### config.mk
export PLATFORM = sky130hd
export DESIGN_NAME = typed_field_register_bank
export DESIGN_NICKNAME = d
export VERILOG_FILES = /design/src/hdl/typed_bank_pkg.sv /design/src/hdl/typed_field_register_bank.sv
export SDC_FILE = /design/constraint.sdc
export NUM_CORES = 1
export LEC_CHECK = 0
export BUFFER_PORTS_ARGS = -buffer_cell sky130_fd_sc_hd__buf_4
export CELL_PAD_IN_SITES_DETAIL_PLACEMENT = 1
export CELL_PAD_IN_SITES_GLOBAL_PLACEMENT = 1
export CORE_AREA = 2 2 219 167
export CTS_BUF_LIST = sky130_fd_sc_hd__clkbuf_8
export DETAILED_ROUTE_END_ITERATION = 8
export DIE_AREA = 0 0 221 169
export PLACE_DENSITY = 0.86
export RECOVER_POWER = 100
export SETUP_SLACK_MARGIN = 0.02
export SLEW_MARGIN = 20
export SYNTH_ARGS = -nofsm -noshare
export SYNTH_HDL_FRONTEND = slang
export SYNTH_SLANG_ARGS = --single-unit
export TNS_END_PERCENT = 20
### constraint.sdc
create_clock -name CLK_I -period 7.5 [get_ports CLK_I]
set_clock_uncertainty 0.05 [all_clocks]
set_input_delay 0 -clock CLK_I [delete_from_list [all_inputs] [get_ports CLK_I]]
set_output_delay 0 -clock CLK_I [all_outputs]
set_load 0.005 [all_outputs]
### src/hdl/typed_bank_pkg.sv
package typed_bank_pkg;
  // register word indices, byte address is index times four
  localparam logic [3:0] IDX_CTRL = 4'h0;
  localparam logic [3:0] IDX_FLD_A = 4'h1;
  localparam logic [3:0] IDX_FLD_B = 4'h2;
  localparam logic [3:0] IDX_FLD_ERR = 4'h3;
  localparam logic [3:0] IDX_FLD_HIDE = 4'h4;
  localparam logic [3:0] IDX_CNT_LOCK_LO = 4'h5;
  localparam logic [3:0] IDX_CNT_LOCK_HI = 4'h6;
  localparam logic [3:0] IDX_CNT_TWIN_LO = 4'h7;
  localparam logic [3:0] IDX_CNT_TWIN_HI = 4'h8;
  localparam logic [3:0] IDX_STATUS = 4'h9;
  // control and status fields
  localparam int CTRL_LOCK_BIT = 0;
  localparam int CTRL_HIDE_BIT = 1;
  localparam int STAT_ACTIVE_BIT = 0;
  localparam logic [1:0] CTRL_RST = 2'h0;
  localparam logic [63:0] CNT_RST = 64'h0;
  // axi responses
  localparam logic [1:0] RESP_OKAY = 2'h0;
  localparam logic [1:0] RESP_SLVERR = 2'h2;
  localparam logic [1:0] RESP_DECERR = 2'h3;

  typedef enum logic [3:0] {
    AT_RO, AT_RW, AT_WONCE, AT_WONLY, AT_W1S, AT_W1C, AT_W0C,
    AT_ERR_RD, AT_ERR_WR, AT_ERR_W0, AT_ERR_W1, AT_HIDDEN, AT_RSVD1, AT_RSVD0
  } access_t;
  typedef enum logic [1:0] {RC_WARM, RC_COLD, RC_FIXED} rclass_t;
  typedef enum logic [1:0] {CD_NONE, CD_HIDE, CD_LOCK} cond_t;
  typedef struct packed {
    logic [3:0] reg_idx;
    logic [4:0] lsb;
    logic [5:0] width;
    access_t at;      // type while condition is false
    access_t alt;     // type while condition is true
    cond_t cond;
    logic readable;   // read combined with a write-style type
    rclass_t rc;
    logic [31:0] rst_val;
  } field_t;

  localparam int NUM_FIELDS = 13;
  localparam field_t FIELDS [NUM_FIELDS] = '{
    '{IDX_FLD_A, 5'd0, 6'd8, AT_RW, AT_RW, CD_NONE, 1'b1, RC_WARM, 32'h0000005a},
    '{IDX_FLD_A, 5'd8, 6'd8, AT_W1S, AT_W1S, CD_NONE, 1'b1, RC_WARM, 32'h00000000},
    '{IDX_FLD_A, 5'd16, 6'd8, AT_W1C, AT_W1C, CD_NONE, 1'b1, RC_WARM, 32'h00000000},
    '{IDX_FLD_A, 5'd24, 6'd8, AT_W0C, AT_W0C, CD_NONE, 1'b1, RC_WARM, 32'hff000000},
    '{IDX_FLD_B, 5'd0, 6'd8, AT_WONCE, AT_WONCE, CD_NONE, 1'b1, RC_WARM, 32'h00000000},
    '{IDX_FLD_B, 5'd8, 6'd8, AT_WONLY, AT_WONLY, CD_NONE, 1'b0, RC_WARM, 32'h00000000},
    '{IDX_FLD_B, 5'd16, 6'd8, AT_RW, AT_RW, CD_NONE, 1'b1, RC_COLD, 32'h00330000},
    '{IDX_FLD_B, 5'd24, 6'd8, AT_RO, AT_RO, CD_NONE, 1'b1, RC_FIXED, 32'ha5000000},
    '{IDX_FLD_ERR, 5'd0, 6'd8, AT_ERR_RD, AT_ERR_RD, CD_NONE, 1'b0, RC_WARM, 32'h00000011},
    '{IDX_FLD_ERR, 5'd8, 6'd8, AT_ERR_WR, AT_ERR_WR, CD_NONE, 1'b1, RC_WARM, 32'h00002200},
    '{IDX_FLD_ERR, 5'd16, 6'd8, AT_ERR_W0, AT_ERR_W0, CD_NONE, 1'b1, RC_WARM, 32'h00ff0000},
    '{IDX_FLD_ERR, 5'd24, 6'd8, AT_ERR_W1, AT_ERR_W1, CD_NONE, 1'b1, RC_WARM, 32'h00000000},
    '{IDX_FLD_HIDE, 5'd0, 6'd32, AT_RW, AT_HIDDEN, CD_HIDE, 1'b1, RC_WARM, 32'h12345678}
  };
  // field positions in the table
  localparam int F_W1S = 1;
  localparam int F_W1C = 2;
  localparam int F_W0C = 3;
  localparam int F_WONCE = 4;
  localparam int F_FIXED = 7;
  localparam int F_HIDE = 12;
endpackage : typed_bank_pkg

### src/hdl/typed_field_register_bank.sv
// Notes on behaviour
// - read-only fields read back, ignore writes
// - write-once takes first write after reset
// - writing one sets bit, zero untouched
// - writing one clears bit, zero untouched
// - writing zero clears bit, one ignored
// - write-only fields store, reads return zero
// - error on listed reads and writes
// - inaccessible fields neither read nor written
// - volatile fields change by hardware too
// - condition on another field selects type
// - cycle counter counts only while active
// - lock bit makes counter read-only
// - reset value present after reset release
// - cold fields survive warm reset
// - fixed fields hold their value always
// - read combines only with listed types
`timescale 1ns/1ps

module typed_field
  import typed_bank_pkg::*;
#(
  parameter field_t F = FIELDS[0]
) (
  input wire logic clk_i,             // bank clock
  input wire logic warm_rst_i,        // warm reset, async high
  input wire logic cold_rst_i,        // cold reset, async high
  input wire logic wr_i,              // write to this field's word
  input wire logic rd_i,              // read of this field's word
  input wire logic hide_i,            // hide control
  input wire logic lock_i,            // lock control
  input wire logic [31:0] wdata_i,    // write data
  input wire logic [31:0] wbits_i,    // bit enables from strobes
  input wire logic [31:0] hw_set_i,   // hardware set bits
  output logic [31:0] val_o,          // stored value in place
  output logic [31:0] rdata_o,        // value seen by reads
  output logic err_rd_o,              // read error
  output logic err_wr_o               // write error
);
  localparam logic [63:0] ONES = (64'h1 << F.width) - 64'h1;
  localparam logic [31:0] FMASK = ONES[31:0] << F.lsb;
  logic [31:0] val;
  logic [31:0] next_val;
  logic [31:0] m;
  logic once_done;
  logic cond;
  logic readable;
  logic rst_any;
  access_t at;
  assign cond = (F.cond == CD_HIDE) ? hide_i : (F.cond == CD_LOCK) ? lock_i : 1'b0;
  assign at = cond ? F.alt : F.at;
  assign m = wbits_i & FMASK & {32{wr_i}};
  assign rst_any = cold_rst_i | (warm_rst_i & (F.rc == RC_WARM));
  // next value per access type
  always_comb begin
    next_val = val;
    case (at)
      AT_RW, AT_WONLY: next_val = (val & ~m) | (wdata_i & m);
      AT_WONCE: if (!once_done) next_val = (val & ~m) | (wdata_i & m);
      AT_W1S: next_val = val | (wdata_i & m);
      AT_W1C: next_val = val & ~(wdata_i & m);
      AT_W0C: next_val = val & ~(~wdata_i & m);
      default: next_val = val; // read-only, error, hidden, reserved
    endcase
    next_val = next_val | (hw_set_i & FMASK);
  end
  // reset value, class picks the reset
  always_ff @(posedge clk_i or posedge rst_any) begin
    if (rst_any) begin
      val <= F.rst_val & FMASK;
    end else begin
      val <= next_val & FMASK;
    end
  end
  // write-once latch
  always_ff @(posedge clk_i or posedge rst_any) begin
    if (rst_any) begin
      once_done <= 1'b0;
    end else if (at == AT_WONCE && (|m)) begin
      once_done <= 1'b1;
    end
  end
  assign val_o = (F.rc == RC_FIXED) ? (F.rst_val & FMASK) : val;
  assign readable = (at == AT_RO) || (at == AT_RW) || (F.readable &&
    ((at == AT_WONCE) || (at == AT_W1S) || (at == AT_W1C) || (at == AT_W0C) ||
     (at == AT_ERR_WR) || (at == AT_ERR_W0) || (at == AT_ERR_W1)));
  assign rdata_o = readable ? val_o : 32'h0;
  assign err_rd_o = rd_i && (at == AT_ERR_RD);
  assign err_wr_o = wr_i && (((at == AT_ERR_WR) && (|m)) || ((at == AT_ERR_W0) && (|(~wdata_i & m))) ||
    ((at == AT_ERR_W1) && (|(wdata_i & m))));
endmodule : typed_field

module typed_field_register_bank
  import typed_bank_pkg::*;
(
  input wire logic CLK_I,             // bank clock, 25 MHz
  input wire logic RST_I,             // warm reset, async high
  input wire logic COLD_RST_I,        // cold reset, async high
  input wire logic CORE_ACTIVE_I,     // core in active power state, pin
  input wire logic [7:0] HW_EVENT_I,  // hardware events, pin
  input wire logic AWVALID,           // write address valid
  output logic AWREADY,               // write address ready
  input wire logic [7:0] AWADDR,      // write byte address
  input wire logic [2:0] AWPROT,      // unused
  input wire logic WVALID,            // write data valid
  output logic WREADY,                // write data ready
  input wire logic [31:0] WDATA,      // write data
  input wire logic [3:0] WSTRB,       // byte strobes
  output logic BVALID,                // write response valid
  input wire logic BREADY,            // write response ready
  output logic [1:0] BRESP,           // write response
  input wire logic ARVALID,           // read address valid
  output logic ARREADY,               // read address ready
  input wire logic [7:0] ARADDR,      // read byte address
  input wire logic [2:0] ARPROT,      // unused
  output logic RVALID,                // read data valid
  input wire logic RREADY,            // read data ready
  output logic [31:0] RDATA,          // read data
  output logic [1:0] RRESP            // read response
);
  logic aw_held;
  logic w_held;
  logic [3:0] w_idx;
  logic [31:0] wdata;
  logic [31:0] wbits;
  logic do_write;
  logic rd_take;
  logic [3:0] r_idx;
  logic [31:0] rd_word;
  logic rd_err;
  logic wr_err;
  logic [1:0] ctrl;
  logic [63:0] cnt_lock;
  logic [63:0] cnt_twin;
  logic [1:0] active_sync;
  logic [15:0] event_sync;
  logic [31:0] fval [NUM_FIELDS];
  logic [31:0] frd [NUM_FIELDS];
  logic [NUM_FIELDS-1:0] ferr_r;
  logic [NUM_FIELDS-1:0] ferr_w;

  // pin synchronisers
  always_ff @(posedge CLK_I or posedge RST_I) begin
    if (RST_I) begin
      active_sync <= 2'h0;
      event_sync <= 16'h0;
    end else begin
      active_sync <= {active_sync[0], CORE_ACTIVE_I};
      event_sync <= {event_sync[7:0], HW_EVENT_I};
    end
  end

  // write channel acceptance
  assign AWREADY = !aw_held && !BVALID;
  assign WREADY = !w_held && !BVALID;
  assign do_write = aw_held && w_held && !BVALID;
  always_ff @(posedge CLK_I or posedge RST_I) begin
    if (RST_I) begin
      aw_held <= 1'b0;
      w_held <= 1'b0;
      w_idx <= 4'h0;
      wdata <= 32'h0;
      wbits <= 32'h0;
    end else begin
      if (AWVALID && AWREADY) begin
        aw_held <= 1'b1;
        w_idx <= AWADDR[5:2];
      end else if (do_write) begin
        aw_held <= 1'b0;
      end
      if (WVALID && WREADY) begin
        w_held <= 1'b1;
        wdata <= WDATA;
        wbits <= {{8{WSTRB[3]}}, {8{WSTRB[2]}}, {8{WSTRB[1]}}, {8{WSTRB[0]}}};
      end else if (do_write) begin
        w_held <= 1'b0;
      end
    end
  end

  // write response
  assign wr_err = |ferr_w;
  always_ff @(posedge CLK_I or posedge RST_I) begin
    if (RST_I) begin
      BVALID <= 1'b0;
      BRESP <= RESP_OKAY;
    end else if (do_write) begin
      BVALID <= 1'b1;
      BRESP <= (w_idx > IDX_STATUS) ? RESP_DECERR : (wr_err ? RESP_SLVERR : RESP_OKAY);
    end else if (BREADY) begin
      BVALID <= 1'b0;
    end
  end

  for (genvar i = 0; i < NUM_FIELDS; i++) begin : g_field
    typed_field #(.F(FIELDS[i])) u_field (
      .clk_i(CLK_I),
      .warm_rst_i(RST_I),
      .cold_rst_i(COLD_RST_I),
      .wr_i(do_write && (w_idx == FIELDS[i].reg_idx)),
      .rd_i(rd_take && (r_idx == FIELDS[i].reg_idx)),
      .hide_i(ctrl[CTRL_HIDE_BIT]),
      .lock_i(ctrl[CTRL_LOCK_BIT]),
      .wdata_i(wdata),
      .wbits_i(wbits),
      .hw_set_i((i == F_W1C) ? {8'h0, event_sync[15:8], 16'h0} : 32'h0),
      .val_o(fval[i]),
      .rdata_o(frd[i]),
      .err_rd_o(ferr_r[i]),
      .err_wr_o(ferr_w[i])
    );
  end

  // control word, warm reset
  always_ff @(posedge CLK_I or posedge RST_I) begin
    if (RST_I) begin
      ctrl <= CTRL_RST;
    end else if (do_write && w_idx == IDX_CTRL) begin
      ctrl <= (ctrl & ~wbits[1:0]) | (wdata[1:0] & wbits[1:0]);
    end
  end

  always_ff @(posedge CLK_I or posedge RST_I) begin
    if (RST_I) begin
      cnt_lock <= CNT_RST;
    end else if (do_write && !ctrl[CTRL_LOCK_BIT] && w_idx == IDX_CNT_LOCK_LO) begin
      cnt_lock[31:0] <= (cnt_lock[31:0] & ~wbits) | (wdata & wbits);
    end else if (do_write && !ctrl[CTRL_LOCK_BIT] && w_idx == IDX_CNT_LOCK_HI) begin
      cnt_lock[63:32] <= (cnt_lock[63:32] & ~wbits) | (wdata & wbits);
    end else if (active_sync[1]) begin
      cnt_lock <= cnt_lock + 64'h1;
    end
  end

  // writable twin counter, separate storage
  always_ff @(posedge CLK_I or posedge RST_I) begin
    if (RST_I) begin
      cnt_twin <= CNT_RST;
    end else if (do_write && w_idx == IDX_CNT_TWIN_LO) begin
      cnt_twin[31:0] <= (cnt_twin[31:0] & ~wbits) | (wdata & wbits);
    end else if (do_write && w_idx == IDX_CNT_TWIN_HI) begin
      cnt_twin[63:32] <= (cnt_twin[63:32] & ~wbits) | (wdata & wbits);
    end else if (active_sync[1]) begin
      cnt_twin <= cnt_twin + 64'h1;
    end
  end

  // read word decode
  assign rd_take = ARVALID && ARREADY;
  assign r_idx = ARADDR[5:2];
  always_comb begin
    rd_word = 32'h0;
    rd_err = |ferr_r;
    if (r_idx == IDX_CTRL) begin
      rd_word = {30'h0, ctrl};
    end else if (r_idx == IDX_CNT_LOCK_LO) begin
      rd_word = cnt_lock[31:0];
    end else if (r_idx == IDX_CNT_LOCK_HI) begin
      rd_word = cnt_lock[63:32];
    end else if (r_idx == IDX_CNT_TWIN_LO) begin
      rd_word = cnt_twin[31:0];
    end else if (r_idx == IDX_CNT_TWIN_HI) begin
      rd_word = cnt_twin[63:32];
    end else if (r_idx == IDX_STATUS) begin
      rd_word = {31'h0, active_sync[1]};
    end else begin
      for (int i = 0; i < NUM_FIELDS; i++) begin
        if (FIELDS[i].reg_idx == r_idx) begin
          rd_word = rd_word | frd[i];
        end
      end
    end
  end

  // read response
  assign ARREADY = !RVALID;
  always_ff @(posedge CLK_I or posedge RST_I) begin
    if (RST_I) begin
      RVALID <= 1'b0;
      RDATA <= 32'h0;
      RRESP <= RESP_OKAY;
    end else if (rd_take) begin
      RVALID <= 1'b1;
      RDATA <= (r_idx > IDX_STATUS || rd_err) ? 32'h0 : rd_word;
      RRESP <= (r_idx > IDX_STATUS) ? RESP_DECERR : (rd_err ? RESP_SLVERR : RESP_OKAY);
    end else if (RREADY) begin
      RVALID <= 1'b0;
    end
  end
endmodule : typed_field_register_bank

* Word level (Yosys, flattened, before mapping)
Cells that the tools add are included.
** Cells by class
- $lt $le $gt $ge :: 2
- Multipliers :: 0
- Div/mod/pow operators :: 0
- Eq/ne operators :: 32
- Mux-type cells :: 76
- Shift-type cells :: 0
- Bitwise gates (word level) :: 67
- Add/subtract/negate cells :: 2
- Reduce and logical (&&, ||, !) cells :: 71
** Operator list (count)
- $mux W32 :: 58
- $and A32 B32 Y32 :: 17
- $or A32 B32 Y32 :: 8
- $reduce_or A32 Y1 :: 7
- $not A32 Y32 :: 6
- $pmux W32 S5 :: 1
- $and A24 B24 Y24 :: 6
- $add A64 B1 Y64 const B :: 2
- $mux W64 :: 2
- $or A32 B24 Y32 :: 2
- $eq A4 B3 Y1 const B :: 12
- $not A24 Y24 :: 2
- $or A24 B24 Y24 :: 2
- $and A8 B8 Y8 :: 5
- $and A16 B16 Y16 :: 2
- $and A16 B32 Y32 :: 1
- $and A24 B32 Y32 :: 1
- $and A8 B32 Y32 :: 1
- $or A32 B16 Y32 :: 1
- $or A32 B8 Y32 :: 1
- $logic_and A1 B1 Y1 :: 28
- $eq A4 B4 Y1 const B :: 6
- $mux W24 :: 1
- $eq A4 B2 Y1 const B :: 5
- 27 further kinds :: 73
** Word-level totals
- Input port bits :: 75
- Memory bits (writable) :: 0
- Bits in read-only memories :: 0
- Flip-flop bits (word level) :: 331
- Logic and storage cells :: 276
- Bits in latches :: 0
- Memories kept :: 0

* Longest topological paths before layout
Gate-level depths: netlist (run 1).
- Word-level depth :: 60
- Gate-level depth with buffers :: 9
- Depth with buffers taken out :: 7

* Hierarchy
From an unflattened synthesis (run 1), not the netlist that was laid out.
** Second synthesis, totals
- Cell total of the unflattened synthesis :: 2903
- Area total of the unflattened synthesis :: 25540.7 sq um
** By module, submodules not included
- typed_field_register_bank :: instances 1, cells an instance 1731, sequential area each 5705.5 sq um, area each 14596.5 sq um
- typed_field at g_field[12].u_field :: instances 1, cells an instance 180, sequential area each 817.0 sq um, area each 1940.6 sq um
- typed_field at g_field[0].u_field ... :: instances 2, cells an instance 85, sequential area each 205.2 sq um, area each 807.0 sq um
- typed_field at g_field[4].u_field :: instances 1, cells an instance 91, sequential area each 225.2 sq um, area each 877.1 sq um
- typed_field at g_field[3].u_field :: instances 1, cells an instance 93, sequential area each 210.2 sq um, area each 824.5 sq um
- typed_field at g_field[5].u_field :: instances 1, cells an instance 85, sequential area each 200.2 sq um, area each 802.0 sq um
- typed_field at g_field[10].u_field :: instances 1, cells an instance 88, sequential area each 210.2 sq um, area each 762.0 sq um
- typed_field at g_field[2].u_field :: instances 1, cells an instance 85, sequential area each 200.2 sq um, area each 754.5 sq um
- typed_field at g_field[1].u_field :: instances 1, cells an instance 77, sequential area each 200.2 sq um, area each 734.5 sq um
- typed_field at g_field[11].u_field :: instances 1, cells an instance 81, sequential area each 200.2 sq um, area each 728.2 sq um
- typed_field at g_field[9].u_field :: instances 1, cells an instance 78, sequential area each 202.7 sq um, area each 708.2 sq um
- typed_field at g_field[8].u_field :: instances 1, cells an instance 76, sequential area each 202.7 sq um, area each 695.7 sq um
- typed_field at g_field[7].u_field :: instances 1, cells an instance 68, sequential area each 0.0 sq um, area each 503.0 sq um

* Worst setup path before layout (run 1)
Ideal clock, no wire load.
- Kind :: reg-to-reg
- From :: register with a tool-made name
- To :: register with a tool-made name
- Clock period less this slack :: 2.543 ns
- Path buffers :: 2
- Setup slack :: 4.957 ns
- Cell stages (with the launch flop) :: 9
- Arrival :: 2.352 ns
- Path through :: dfrtp_1 buf_2 nand3_2 or4_4 or4_1 buf_2 or4_4 nand3_1 o311ai_2

==> reports/qor.txt, run 1 <==
Total non-filler cell area in the finished layout = 19900 sq um
Sequential cell area = 7770 sq um
Synth Register Bits = 309
Number of enable flip-flop cells after synthesis = 0
X dimension of the die = 221 um
DRC violation count after routing = 0
Number of primary I/O pins = 116
CTS Buf Count = 52
H-tree levels = 2
Max-cap violations = 8
Growth of design area from synthesis to finish = 17.0%
Maximum number of pins on one net before global-route repair = 137
Worst Hold Path Cells = 3
Clock transition at the registers of the reported paths = 0.07 ns
Number of nets with antenna violations after detailed routing = 0
Critical Setup Path Class = reg -> reg
Cell Pwr Density = 334 nW/um^2
WL/cell = 30.7 um
F_max = 210 MHz
Synth Flop Type = dfrtp_1
Buffer levels on the longest clock path = 3
Dominant cell by count in the synthesized netlist = dfrtp_1
Largest cells by area after synthesis = dfrtp_1, mux2_2, dfstp_2, nor2_1, nand2_1
First-pass GRT wire length = 116000 um
Sink count of the clock tree = 309
Synth Instances = 1862
Dpl cell area = 18100 sq um
Top cells by count, synth = dfrtp_1, nor2_1, nand2_1
Site row count = 60
Clock tree root buffer cell = clkbuf_8
Via count = 17900
Worst Hold End = BVALID
Highest net fanout along the worst path = 40
Relative slew slack = -191%
Hold/Removal Path Class = in -> reg
Total area of multi-input combinational cells = 8630 sq um
Clock tree from TritonCTS = built
Placer congestion estimate = 0.962
Aggregate routed wire length = 76800 um
Slew of the pin with the lowest slew margin = 4.37 ns
Outcome = complete, but fails checks
Count of different cell masters after synthesis = 81
Critical path data arrival time = 5.20 ns
Die Area = 37300 sq um
Via density per instance = 7.12
Violated checks = capacitance limit, slew limit
Register-to-register setup slack = 2.74 ns
Number of gates resized after cts = 0
Number of buffers inserted to repair setup after CTS = 0
Share of Yosys cell area claimed by the top area cell type = 41.2%
Clock period minus final worst setup slack = 4.76 ns
Number of cells on the worst reg-to-reg path = 8
Number of antenna violations at the first check in global routing = 1
Sequential area share after synthesis = 45.7%
Period utilisation layout = 63.5%
Overall Power = 6.64 mW
Setup violators final = 0
Unrepaired setup endpoints after global routing = false
Worst skew pair latency = 0.64 ns
Max rail drop VDD = 0.369 mV
Count of final hold-check violations = 0
Beginning of the worst register-to-register path = BVALID
Setup TNS Final = 0 ns
Layout fillers = 4004
Nets = 2078
HPWL reported at the end of detailed placement = 50800 um
Detailed router's first-iteration violation count = 2544
Launching element type of the critical path = flop
Starting Density = 48.0%
Vias in the first global route = 17900
Max-slew violation count = 384
GRT Resource Usage Total = 41.0%
Static Leakage = 8.17 nW
Share of cells above drive strength 1 = 16.0%
Post-Synthesis Mean Instance Area = 9.12 sq um
Die span in y = 169 um
Netlist area before placement = 17000 sq um
Net count after synthesis = 1939
Cell type with the largest total area after synthesis = dfrtp_1
Yosys warning total = 0
Overflow after GRT = 0
Data required time at the worst endpoint = 7.94 ns
Critical Path Sink Type = flop
Origin of the worst min-delay path = BREADY
Port Buf Inserts = 101
Share of synthesized registers carrying an async set or reset = 100%
Core region area = 35400 sq um
Initial DRT Pass Iterations = 6
==> cell usage in the layout (no fill, tap or decap), types with 11 or more instances in the layout <==
| master | Yosys | routed |
|---|---|---|
| o311ai_0 | 10 | 12 |
| a21oi_1 | 122 | 122 |
| nor2b_1 | 11 | 11 |
| a31oi_1 | 12 | 12 |
| a21o_1 | 20 | 20 |
| nor4_1 | 37 | 36 |
| buf_4 | 0 | 71 |
| or3_1 | 15 | 15 |
| nand3_1 | 75 | 74 |
| a311oi_1 | 19 | 19 |
| a22o_1 | 26 | 26 |
| o31ai_1 | 24 | 24 |
| nand4_1 | 47 | 47 |
| clkbuf_8 | 0 | 61 |
| dfrtp_1 | 280 | 280 |
| a211oi_1 | 58 | 58 |
| mux2i_1 | 18 | 18 |
| dfstp_2 | 29 | 29 |
| o22ai_1 | 19 | 19 |
| clkbuf_4 | 0 | 38 |
| o21a_1 | 21 | 21 |
| and3_1 | 38 | 38 |
| dlygate4sd3_1 | 0 | 82 |
| o21ai_0 | 82 | 83 |
| clkbuf_1 | 119 | 26 |
| nor3_1 | 70 | 69 |
| mux2_2 | 88 | 82 |
| o211ai_1 | 14 | 14 |
| nor2_1 | 187 | 185 |
| nand2_1 | 182 | 182 |
| a221oi_1 | 32 | 32 |
| inv_1 | 28 | 46 |
==> stage by stage <==
stage          cells  util, %  setup slack, ns  hold slack (ns)
3_5_place_dp    2330     51.3             3.81          -0.0549
6_report        2507     56.2             2.74           0.0693
2_1_floorplan   1862        -             1.20           -0.237
4_1_cts         2506     56.5             3.74           0.0317
3_3_place_gp    2330     51.3             3.88          -0.0565
5_1_grt         2506     56.2             2.67           0.0720
==> worst max-delay path: stages (launching register included) <==
cell,delay [ns]
dfrtp_1,0.47
and3b_1,0.48
clkbuf_1,0.74
and3_1,0.27
clkbuf_1,1.49
nand2_1,0.55
o31a_2,0.25
o21ai_0,0.15
o311ai_0,0.14
==> repair_timing <==
item                                    4_1_cts  5_1_grt
hold buffers                                 82        0
endpoints found under the setup margin        0        0
endpoints found under the hold margin       219        0
==> cells by family (layout without fill, tap and decap cells) <==
| kind of cell | Yosys count | in the layout | synth area share (%) |
|---|---|---|---|
| xor gates and xnor gates | 3 | 3 | 0.155 |
| muxes | 106 | 106 | 6.89 |
| buffers and inverters | 161 | 340 | 3.61 |
| DFF | 309 | 309 | 45.7 |
| other | 0 | 1 | 0 |
| adders and majority gates | 2 | 2 | 0.147 |
| AOI/OAI and AO/OA | 547 | 547 | 22.3 |
| and+or+nand+nor | 734 | 734 | 21.1 |
==> layer usage <==
layer	routed length, um	global-route usage [%]	vias up	part of all wire (%)
li1	-	-	7332	-
met1	31400	58.3	9003	41
met2	32100	58.7	1291	42
met3	9710	10.6	228	13
met4	3570	18.8	2	4.6
met5	12	0	-	0.016
==> layout make-up <==
type | count | share of cell area (%)
Antenna cell | 1 | 0.0126
Clock buffer | 61 | 4.22
Clock inverter | 33 | 0.988
Inverter | 28 | 0.535
Multi-Input combinational cell | 1392 | 43.4
Sequential cell | 309 | 39.1
Tap cell | 465 | 2.93
Timing Repair Buffer | 218 | 8.84
==> how the worst max path moves through the flow <==
stage | end | slack (ns) | from | depth (start not counted)
final | flop | 2.74 | BVALID | 8
after global routing | flop | 2.67 | BVALID | 8
after CTS | flop | 3.74 | w_idx[0] | 7
after detailed placement | flop | 3.81 | w_idx[0] | 7
after global placement | flop | 3.88 | w_idx[1] | 7
after floorplan | BRESP[0] | 1.20 | RST_I | 1
==> report_power, final <==
part	internal, mW	switching [mW]
combinational	0.758	1.03
clock	0.808	0.777
sequential	2.19	1.08
Power figures use the tool's default switching activity.
==> run 2: changes to the inputs <==
ABC_AREA = 1   (was unset)
CORE_AREA = 2 2 250 190   (was 2 2 219 167)
DIE_AREA = 0 0 252 192   (was 0 0 221 169)
PLACE_DENSITY = 0.82   (was 0.86)
clock period = 4.2 ns   (was 7.5 ns; I/O delays follow)
==> run 2 against run 1 <==
  * The run still ends with capacitance limit, slew limit left
  * First-iteration DRC count fell by 10%
  * Die area up 30%
  * Clock power increased by 91%
  * Total power increased by 94%
  * Worst hold slack got worse by 0.032 ns
  * Utilization down 8.8 points
  * Critical path depth up 2
  * Wire length is 18% higher
  * Via count up 19%
  * Sequential share of layout area down 3.3 points
  * Critical path type is now in -> reg
  * Largest cell class unchanged
==> reports/qor.txt, run 2 <==
Outcome = complete, but fails checks (unchanged)
Violated checks = capacitance limit, slew limit (unchanged)
Number of enable flip-flop cells after synthesis = 0 (unchanged)
Setup TNS Final = 0 ns (unchanged)
Sequential area share after synthesis = 41.5% (was 45.7%)
Launching element type of the critical path = input port (was flop)
Overflow after GRT = 0 (unchanged)
Die Area = 48400 sq um (was 37300 sq um)
Hold/Removal Path Class = in -> reg (unchanged)
Number of buffers inserted to repair setup after CTS = 0 (unchanged)
Initial DRT Pass Iterations = 8 (was 6)
Post-layout worst setup margin = 0.624 ns (was 2.74 ns)
Setup violators final = 0 (unchanged)
Total non-filler cell area in the finished layout = 21700 sq um (was 19900 sq um)
Global-route met3 utilization = 10.1% (was 10.6%)
GRT Resource Usage Total = 37.5% (was 41.0%)
Highest net fanout along the worst path = 28 (was 40)
Most frequent standard cell in the layout excluding fill and tap cells = nand2_1 (was dfrtp_1)
Max-cap violations = 7 (was 8)
Critical Path Sink Type = flop (unchanged)
Number of gates resized after cts = 0 (unchanged)
HPWL reported at the end of detailed placement = 65500 um (was 50800 um)
Count of final hold-check violations = 0 (unchanged)
Number of primary I/O pins = 116 (unchanged)
Synth Register Bits = 309 (unchanged)
Via count = 21300 (was 17900)
CTS Buf Count = 53 (was 52)
Register-to-register setup slack = 0.68 ns (was 2.74 ns)
Maximum number of pins on one net before global-route repair = 116 (was 137)
Worst skew pair latency = 0.65 ns (was 0.64 ns)
Placer congestion estimate = 1.05 (was 0.962)
DRC violation count after routing = 0 (unchanged)
Hold_buf cts = 76 (was 82)
Critical Setup Path Class = in -> reg (was reg -> reg)
H-tree levels = 2 (unchanged)
X dimension of the die = 252 um (was 221 um)
Static Leakage = 10.0 nW (was 8.17 nW)
Number of antenna violations at the first check in global routing = 7 (was 1)
WL/cell = 25.4 um (was 30.7 um)
Synth Flop Type = dfrtp_1 (unchanged)
Post-Synthesis Mean Instance Area = 6.78 sq um (was 9.12 sq um)
Starting Density = 40.9% (was 48.0%)
Sink count of the clock tree = 309 (unchanged)
Overall Power = 12.9 mW (was 6.64 mW)
DP Worst Slack = 1.48 ns (was 3.81 ns)
Placed cell count = 3395 (was 2330)
Count of different cell masters after synthesis = 50 (was 81)
Max rail drop VDD = 0.360 mV (was 0.369 mV)
Netlist area before placement = 18700 sq um (was 17000 sq um)
Clock tree root buffer cell = clkbuf_8 (unchanged)
Cell type with the largest total area after synthesis = dfrtp_1 (unchanged)
Top cells by count, synth = nand2_1, nor2_1, dfrtp_1 (was dfrtp_1, nor2_1, nand2_1)
Slew of the pin with the lowest slew margin = 2.12 ns (was 4.37 ns)
Cell Pwr Density = 594 nW/um^2 (was 334 nW/um^2)
Number of standard cells in the final layout excluding fillers = 3567 (was 2507)
Vias in the first global route = 22200 (was 17900)
Yosys warning total = 0 (unchanged)
First-pass GRT wire length = 135000 um (was 116000 um)
Clock tree from TritonCTS = built (unchanged)
Data required time at the worst endpoint = 4.71 ns (was 7.94 ns)
Via density per instance = 5.97 (was 7.12)
Share of Yosys cell area claimed by the top area cell type = 37.5% (was 41.2%)
Met1 Usage GRT = 47.8% (was 58.3%)
Layout fillers = 5970 (was 4004)
Relative slew slack = -41.4% (was -191%)
Critical path data arrival time = 4.09 ns (was 5.20 ns)
Nets = 3008 (was 2078)
Net count after synthesis = 2836 (was 1939)
Largest cells by area after synthesis = dfrtp_1, nand2_1, nor2_1, o21ai_0, a21oi_1 (was dfrtp_1, mux2_2, dfstp_2, nor2_1, nand2_1)
Share of cells above drive strength 1 = 8.62% (was 16.0%)
Core region area = 45800 sq um (was 35400 sq um)
Growth of design area from synthesis to finish = 15.9% (was 17.0%)
Total area of multi-input combinational cells = 9510 sq um (was 8630 sq um)
Dominant cell by count in the synthesized netlist = nand2_1 (was dfrtp_1)
Clock transition at the registers of the reported paths = 0.06 ns (was 0.07 ns)
Port Buf Inserts = 101 (unchanged)
Commonest cells after routing, fill and taps aside = nand2_1, nor2_1, dfrtp_1 (was dfrtp_1, nor2_1, nand2_1)
Synth Instances = 2759 (was 1862)
Grt peak-use layer = met2 (unchanged)
Die span in y = 192 um (was 169 um)
Clock period minus final worst setup slack = 3.58 ns
End-of-flow core utilization = 47.4% (was 56.2%)
Site row count = 68 (was 60)
Aggregate routed wire length = 90800 um (was 76800 um)
Period utilisation layout = 85.1%
Detailed router's first-iteration violation count = 2284 (was 2544)
Unrepaired setup endpoints after global routing = false (unchanged)
Sequential cell area = 7770 sq um (unchanged)
M2 GR Usage = 58.0% (was 58.7%)
Buffer levels on the longest clock path = 3 (unchanged)
Number of nets with antenna violations after detailed routing = 0 (unchanged)
Max-slew violation count = 350 (was 384)
Dpl cell area = 20000 sq um (was 18100 sq um)
Share of synthesized registers carrying an async set or reset = 100% (unchanged)
F_max = 280 MHz
Final-layout worst hold slack = 0.0374 ns (was 0.0693 ns)
==> run 2: layout make-up <==
class / count / area share [%]
repair buffers: 199 / 7.30
flip-flops and latches: 309 / 35.8
inverters: 257 / 4.45
well taps: 595 / 3.43
clock inverters: 25 / 0.710
multi-input cells: 2111 / 43.8
diodes: 1 / 0.0115
clock buffers: 70 / 4.44
==> run 2: worst max-delay path, cell delays in order <==
cell and delay (ns):
dlygate4sd3_1 0.53, buf_4 0.16, o21ai_0 0.09, dlygate4sd3_1 0.60, inv_1 0.07, nor3_1 1.29
nand2_4 0.63, a21oi_1 0.29, o21ai_0 0.25, nand2_1 0.14
==> run 2: routing by layer <==
metal | vias to the layer above | wire length [um]
met5 | - | 21
met4 | 4 | 5720
met3 | 345 | 9760
met2 | 1139 | 39400
met1 | 10600 | 35800
li1 | 9223 | -
==> run 2: cells by family after synthesis <==
family	count (synthesis)	synth area share (%)
buf+inv	339	7.32
compound gates	514	14.9
simple gates	1558	34.4
mux	1	0.0602
fa+ha+maj	2	0.134
xor+xnor	36	1.69
flops	309	41.5
==> run 2: path summary, 6_finish.rpt <==
check | start | to | cells after the start
max in group asynchronous | RST_I | async pin | 6
min | BREADY | BVALID | 3
min in group asynchronous | RST_I | event_sync[0] | 4
max reg2reg | RVALID | RDATA[14] | 7
min reg2reg | event_sync[2] | event_sync[10] | 0
max | ARADDR[5] | RDATA[14] | 10
==> run 2: where the power goes <==
group          switching (mW)  internal [mW]  total [mW]  leakage, nW
logic                    3.16           1.20        4.35         5.54
registers                1.42           4.09        5.51         3.84
clock network            1.47           1.55        3.02        0.638
==> run 3: changes to the inputs <==
CORE_AREA = 2 2 236 180   (was 2 2 250 190)
DIE_AREA = 0 0 238 182   (was 0 0 252 192)
PLACE_DENSITY = 0.89   (was 0.82)
clock period = 3.8 ns   (was 4.2 ns; I/O delays follow)
==> run 3 against run 2 <==
  * The run still ends with capacitance limit, slew limit left
  * Total power increased by 17%
  * Sequential cell count unchanged
  * Sequential power is 11% higher
  * Final cell count down 1.0%
  * Clock power increased by 25%
  * Worst setup slack lost 0.19 ns
  * Via count increased by 3.9%
  * Critical endpoint is now RDATA[18]
==> reports/qor.txt, run 3 (same netlist as run 2, synthesis figures left out) <==
Outcome = complete, but fails checks (unchanged)
Violated checks = capacitance limit, slew limit (unchanged)
Port Buf Inserts = 101 (unchanged)
X dimension of the die = 238 um (was 252 um)
Slew of the pin with the lowest slew margin = 2.89 ns (was 2.12 ns)
Core region area = 41300 sq um (was 45800 sq um)
DRC violation count after routing = 0 (unchanged)
Site row count = 65 (was 68)
Via count = 22100 (was 21300)
Most frequent standard cell in the layout excluding fill and tap cells = nand2_1 (unchanged)
Launching element type of the critical path = flop (was input port)
First-pass GRT wire length = 148000 um (was 135000 um)
Critical path data arrival time = 3.89 ns (was 4.09 ns)
Growth of design area from synthesis to finish = 16.8% (was 15.9%)
Aggregate routed wire length = 101000 um (was 90800 um)
Unrepaired setup endpoints after global routing = false (unchanged)
Data required time at the worst endpoint = 4.32 ns (was 4.71 ns)
Buffer levels on the longest clock path = 3 (unchanged)
Starting Density = 45.3% (was 40.9%)
Number of primary I/O pins = 116 (unchanged)
F_max = 297 MHz
Dpl cell area = 20000 sq um (about the same)
Worst skew pair latency = 0.68 ns (was 0.65 ns)
Period utilisation layout = 88.7%
Commonest cells after routing, fill and taps aside = nand2_1, nor2_1, dfrtp_1 (unchanged)
Critical Path Sink Type = flop (unchanged)
Cell Chain, Critical Path = inv_1, nand3_1, inv_1, nand2_1, nand3_1, o21ai_0, nand3_1, nand2_1, nand2_1 (was dlygate4sd3_1, buf_4, o21ai_0, dlygate4sd3_1, inv_1, nor3_1, nand2_4, a21oi_1, o21ai_0, nand2_1)
Initial DRT Pass Iterations = 5 (was 8)
Standard cell with the maximum stage delay on the critical path = inv_1 (was nor3_1)
Overflow after GRT = 0 (unchanged)
Placer congestion estimate = 1.04 (was 1.05)
Final-layout worst hold slack = 0.0269 ns (was 0.0374 ns)
Number of antenna violations at the first check in global routing = 13 (was 7)
CTS Buf Count = 52 (was 53)
Setup violators final = 0 (unchanged)
Critical Setup Path Class = reg -> reg (was in -> reg)
Clock transition at the registers of the reported paths = 0.07 ns (was 0.06 ns)
Worst path top cell family by delay = buffers and inverters (was simple AND/OR/NAND/NOR gates)
Share of cells above drive strength 1 = 9.15% (was 8.62%)
GRT Resource Usage Total = 46.8% (was 37.5%)
Vias in the first global route = 22700 (was 22200)
Sink count of the clock tree = 309 (unchanged)
Maximum number of pins on one net before global-route repair = 119 (was 116)
Clock tree from TritonCTS = built (unchanged)
Hold/Removal Path Class = in -> reg (unchanged)
Nets = 3015 (was 3008)
Total non-filler cell area in the finished layout = 21900 sq um (was 21700 sq um)
Relative slew slack = -93.6% (was -41.4%)
Via density per instance = 6.27 (was 5.97)
Static Leakage = 10.1 nW (was 10.0 nW)
Number of nets with antenna violations after detailed routing = 0 (unchanged)
Clock period minus final worst setup slack = 3.37 ns
Die span in y = 182 um (was 192 um)
Highest net fanout along the worst path = 27 (was 28)
WL/cell = 28.7 um (was 25.4 um)
Count of final hold-check violations = 0 (unchanged)
Die Area = 43300 sq um (was 48400 sq um)
Max-cap violations = 2 (was 7)
Max-slew violation count = 80 (was 350)
HPWL reported at the end of detailed placement = 68000 um (was 65500 um)
Detailed router's first-iteration violation count = 2247 (was 2284)
Max rail drop VDD = 0.403 mV (was 0.360 mV)
CP peak stage delay = 1.00 ns (was 1.29 ns)
Cell Pwr Density = 689 nW/um^2 (was 594 nW/um^2)
Number of gates resized after cts = 0 (unchanged)
H-tree levels = 2 (unchanged)
Buf/Inv on CP = 2 (was 4)
Clock tree root buffer cell = clkbuf_8 (unchanged)
==> run 3: cell types whose count changed in the layout (fill, tap and decap cells not counted), sizes merged <==
cell | previous run | this run
dlygate4sd3 | 76 | 77
bufinv | 1 | 5
clkbuf | 130 | 126
buf | 63 | 74
clkinv | 8 | 6
diode | 1 | 13
inv | 271 | 272
==> run 3: where the power goes <==
| part | switching [mW] | internal, mW | total, mW |
|---|---|---|---|
| clock network | 1.78 | 1.99 | 3.78 |
| registers | 1.57 | 4.52 | 6.09 |
| logic | 3.85 | 1.35 | 5.20 |
| total | 7.20 | 7.86 | 15.1 |
==> run 3: per-stage QoR <==
stage,total power [mW],utilization (%),cells,TNS (ns),worst slack (ns)
final,15.1,52.9,3531,0,0.429
after detailed placement,10.6,48.4,3343,0,1.19
after global routing,15.5,52.9,3523,0,0.414
after floorplan,8.19,-,2759,-19.06,-0.397
after CTS,14.3,53.2,3518,0,1.15
after global placement,10.3,48.4,3343,0,1.30
==> run 3: metal layers <==
metal / part of all wire [%] / vias to the layer above / global-route usage (%)
met3: 10 / 482 / 12.6
met1: 38 / 11000 / 57.9
met5: 0.037 / - / 0
met4: 8.0 / 4 / 31.7
li1: - / 9255 / -
met2: 44 / 1422 / 71.7
==> run 3: path summary, 6_finish.rpt <==
kind / cells after the start / slack, ns / start / end
max: 9 / 0.43 / flop / RDATA[18]
min reg2reg: 0 / 0.31 / event_sync[7] / event_sync[15]
max reg2reg: 9 / 0.43 / flop / RDATA[18]
min in group asynchronous: 4 / 0.45 / COLD_RST_I / async pin
max in group asynchronous: 4 / 0.84 / COLD_RST_I / async pin
min: 3 / 0.03 / BREADY / BVALID
==> run 3: what timing repair did <==
item,4_1_cts,5_1_grt
hold endpoints to repair,212,0
hold buffers,77,0
setup buffers,0,0
==> run 3: layout make-up <==
class,instances,area [sq um]
Timing Repair Buffer,207,1680
Inverter,257,966
Clock inverter,28,258
Fill cell,5448,19500
Sequential cell,309,7770
Clock buffer,70,963
Multi-Input combinational cell,2111,9520
Tap cell,536,671
Antenna cell,13,32.5
==> run 3: worst reg2reg max path: cells and delay by family, from the launching register on <==
kind,cells,cell delay [ns]
buffers and inverters,2,1.36
and+or+nand+nor,6,1.15
DFF,1,0.40
AOI/OAI and AO/OA,1,0.33
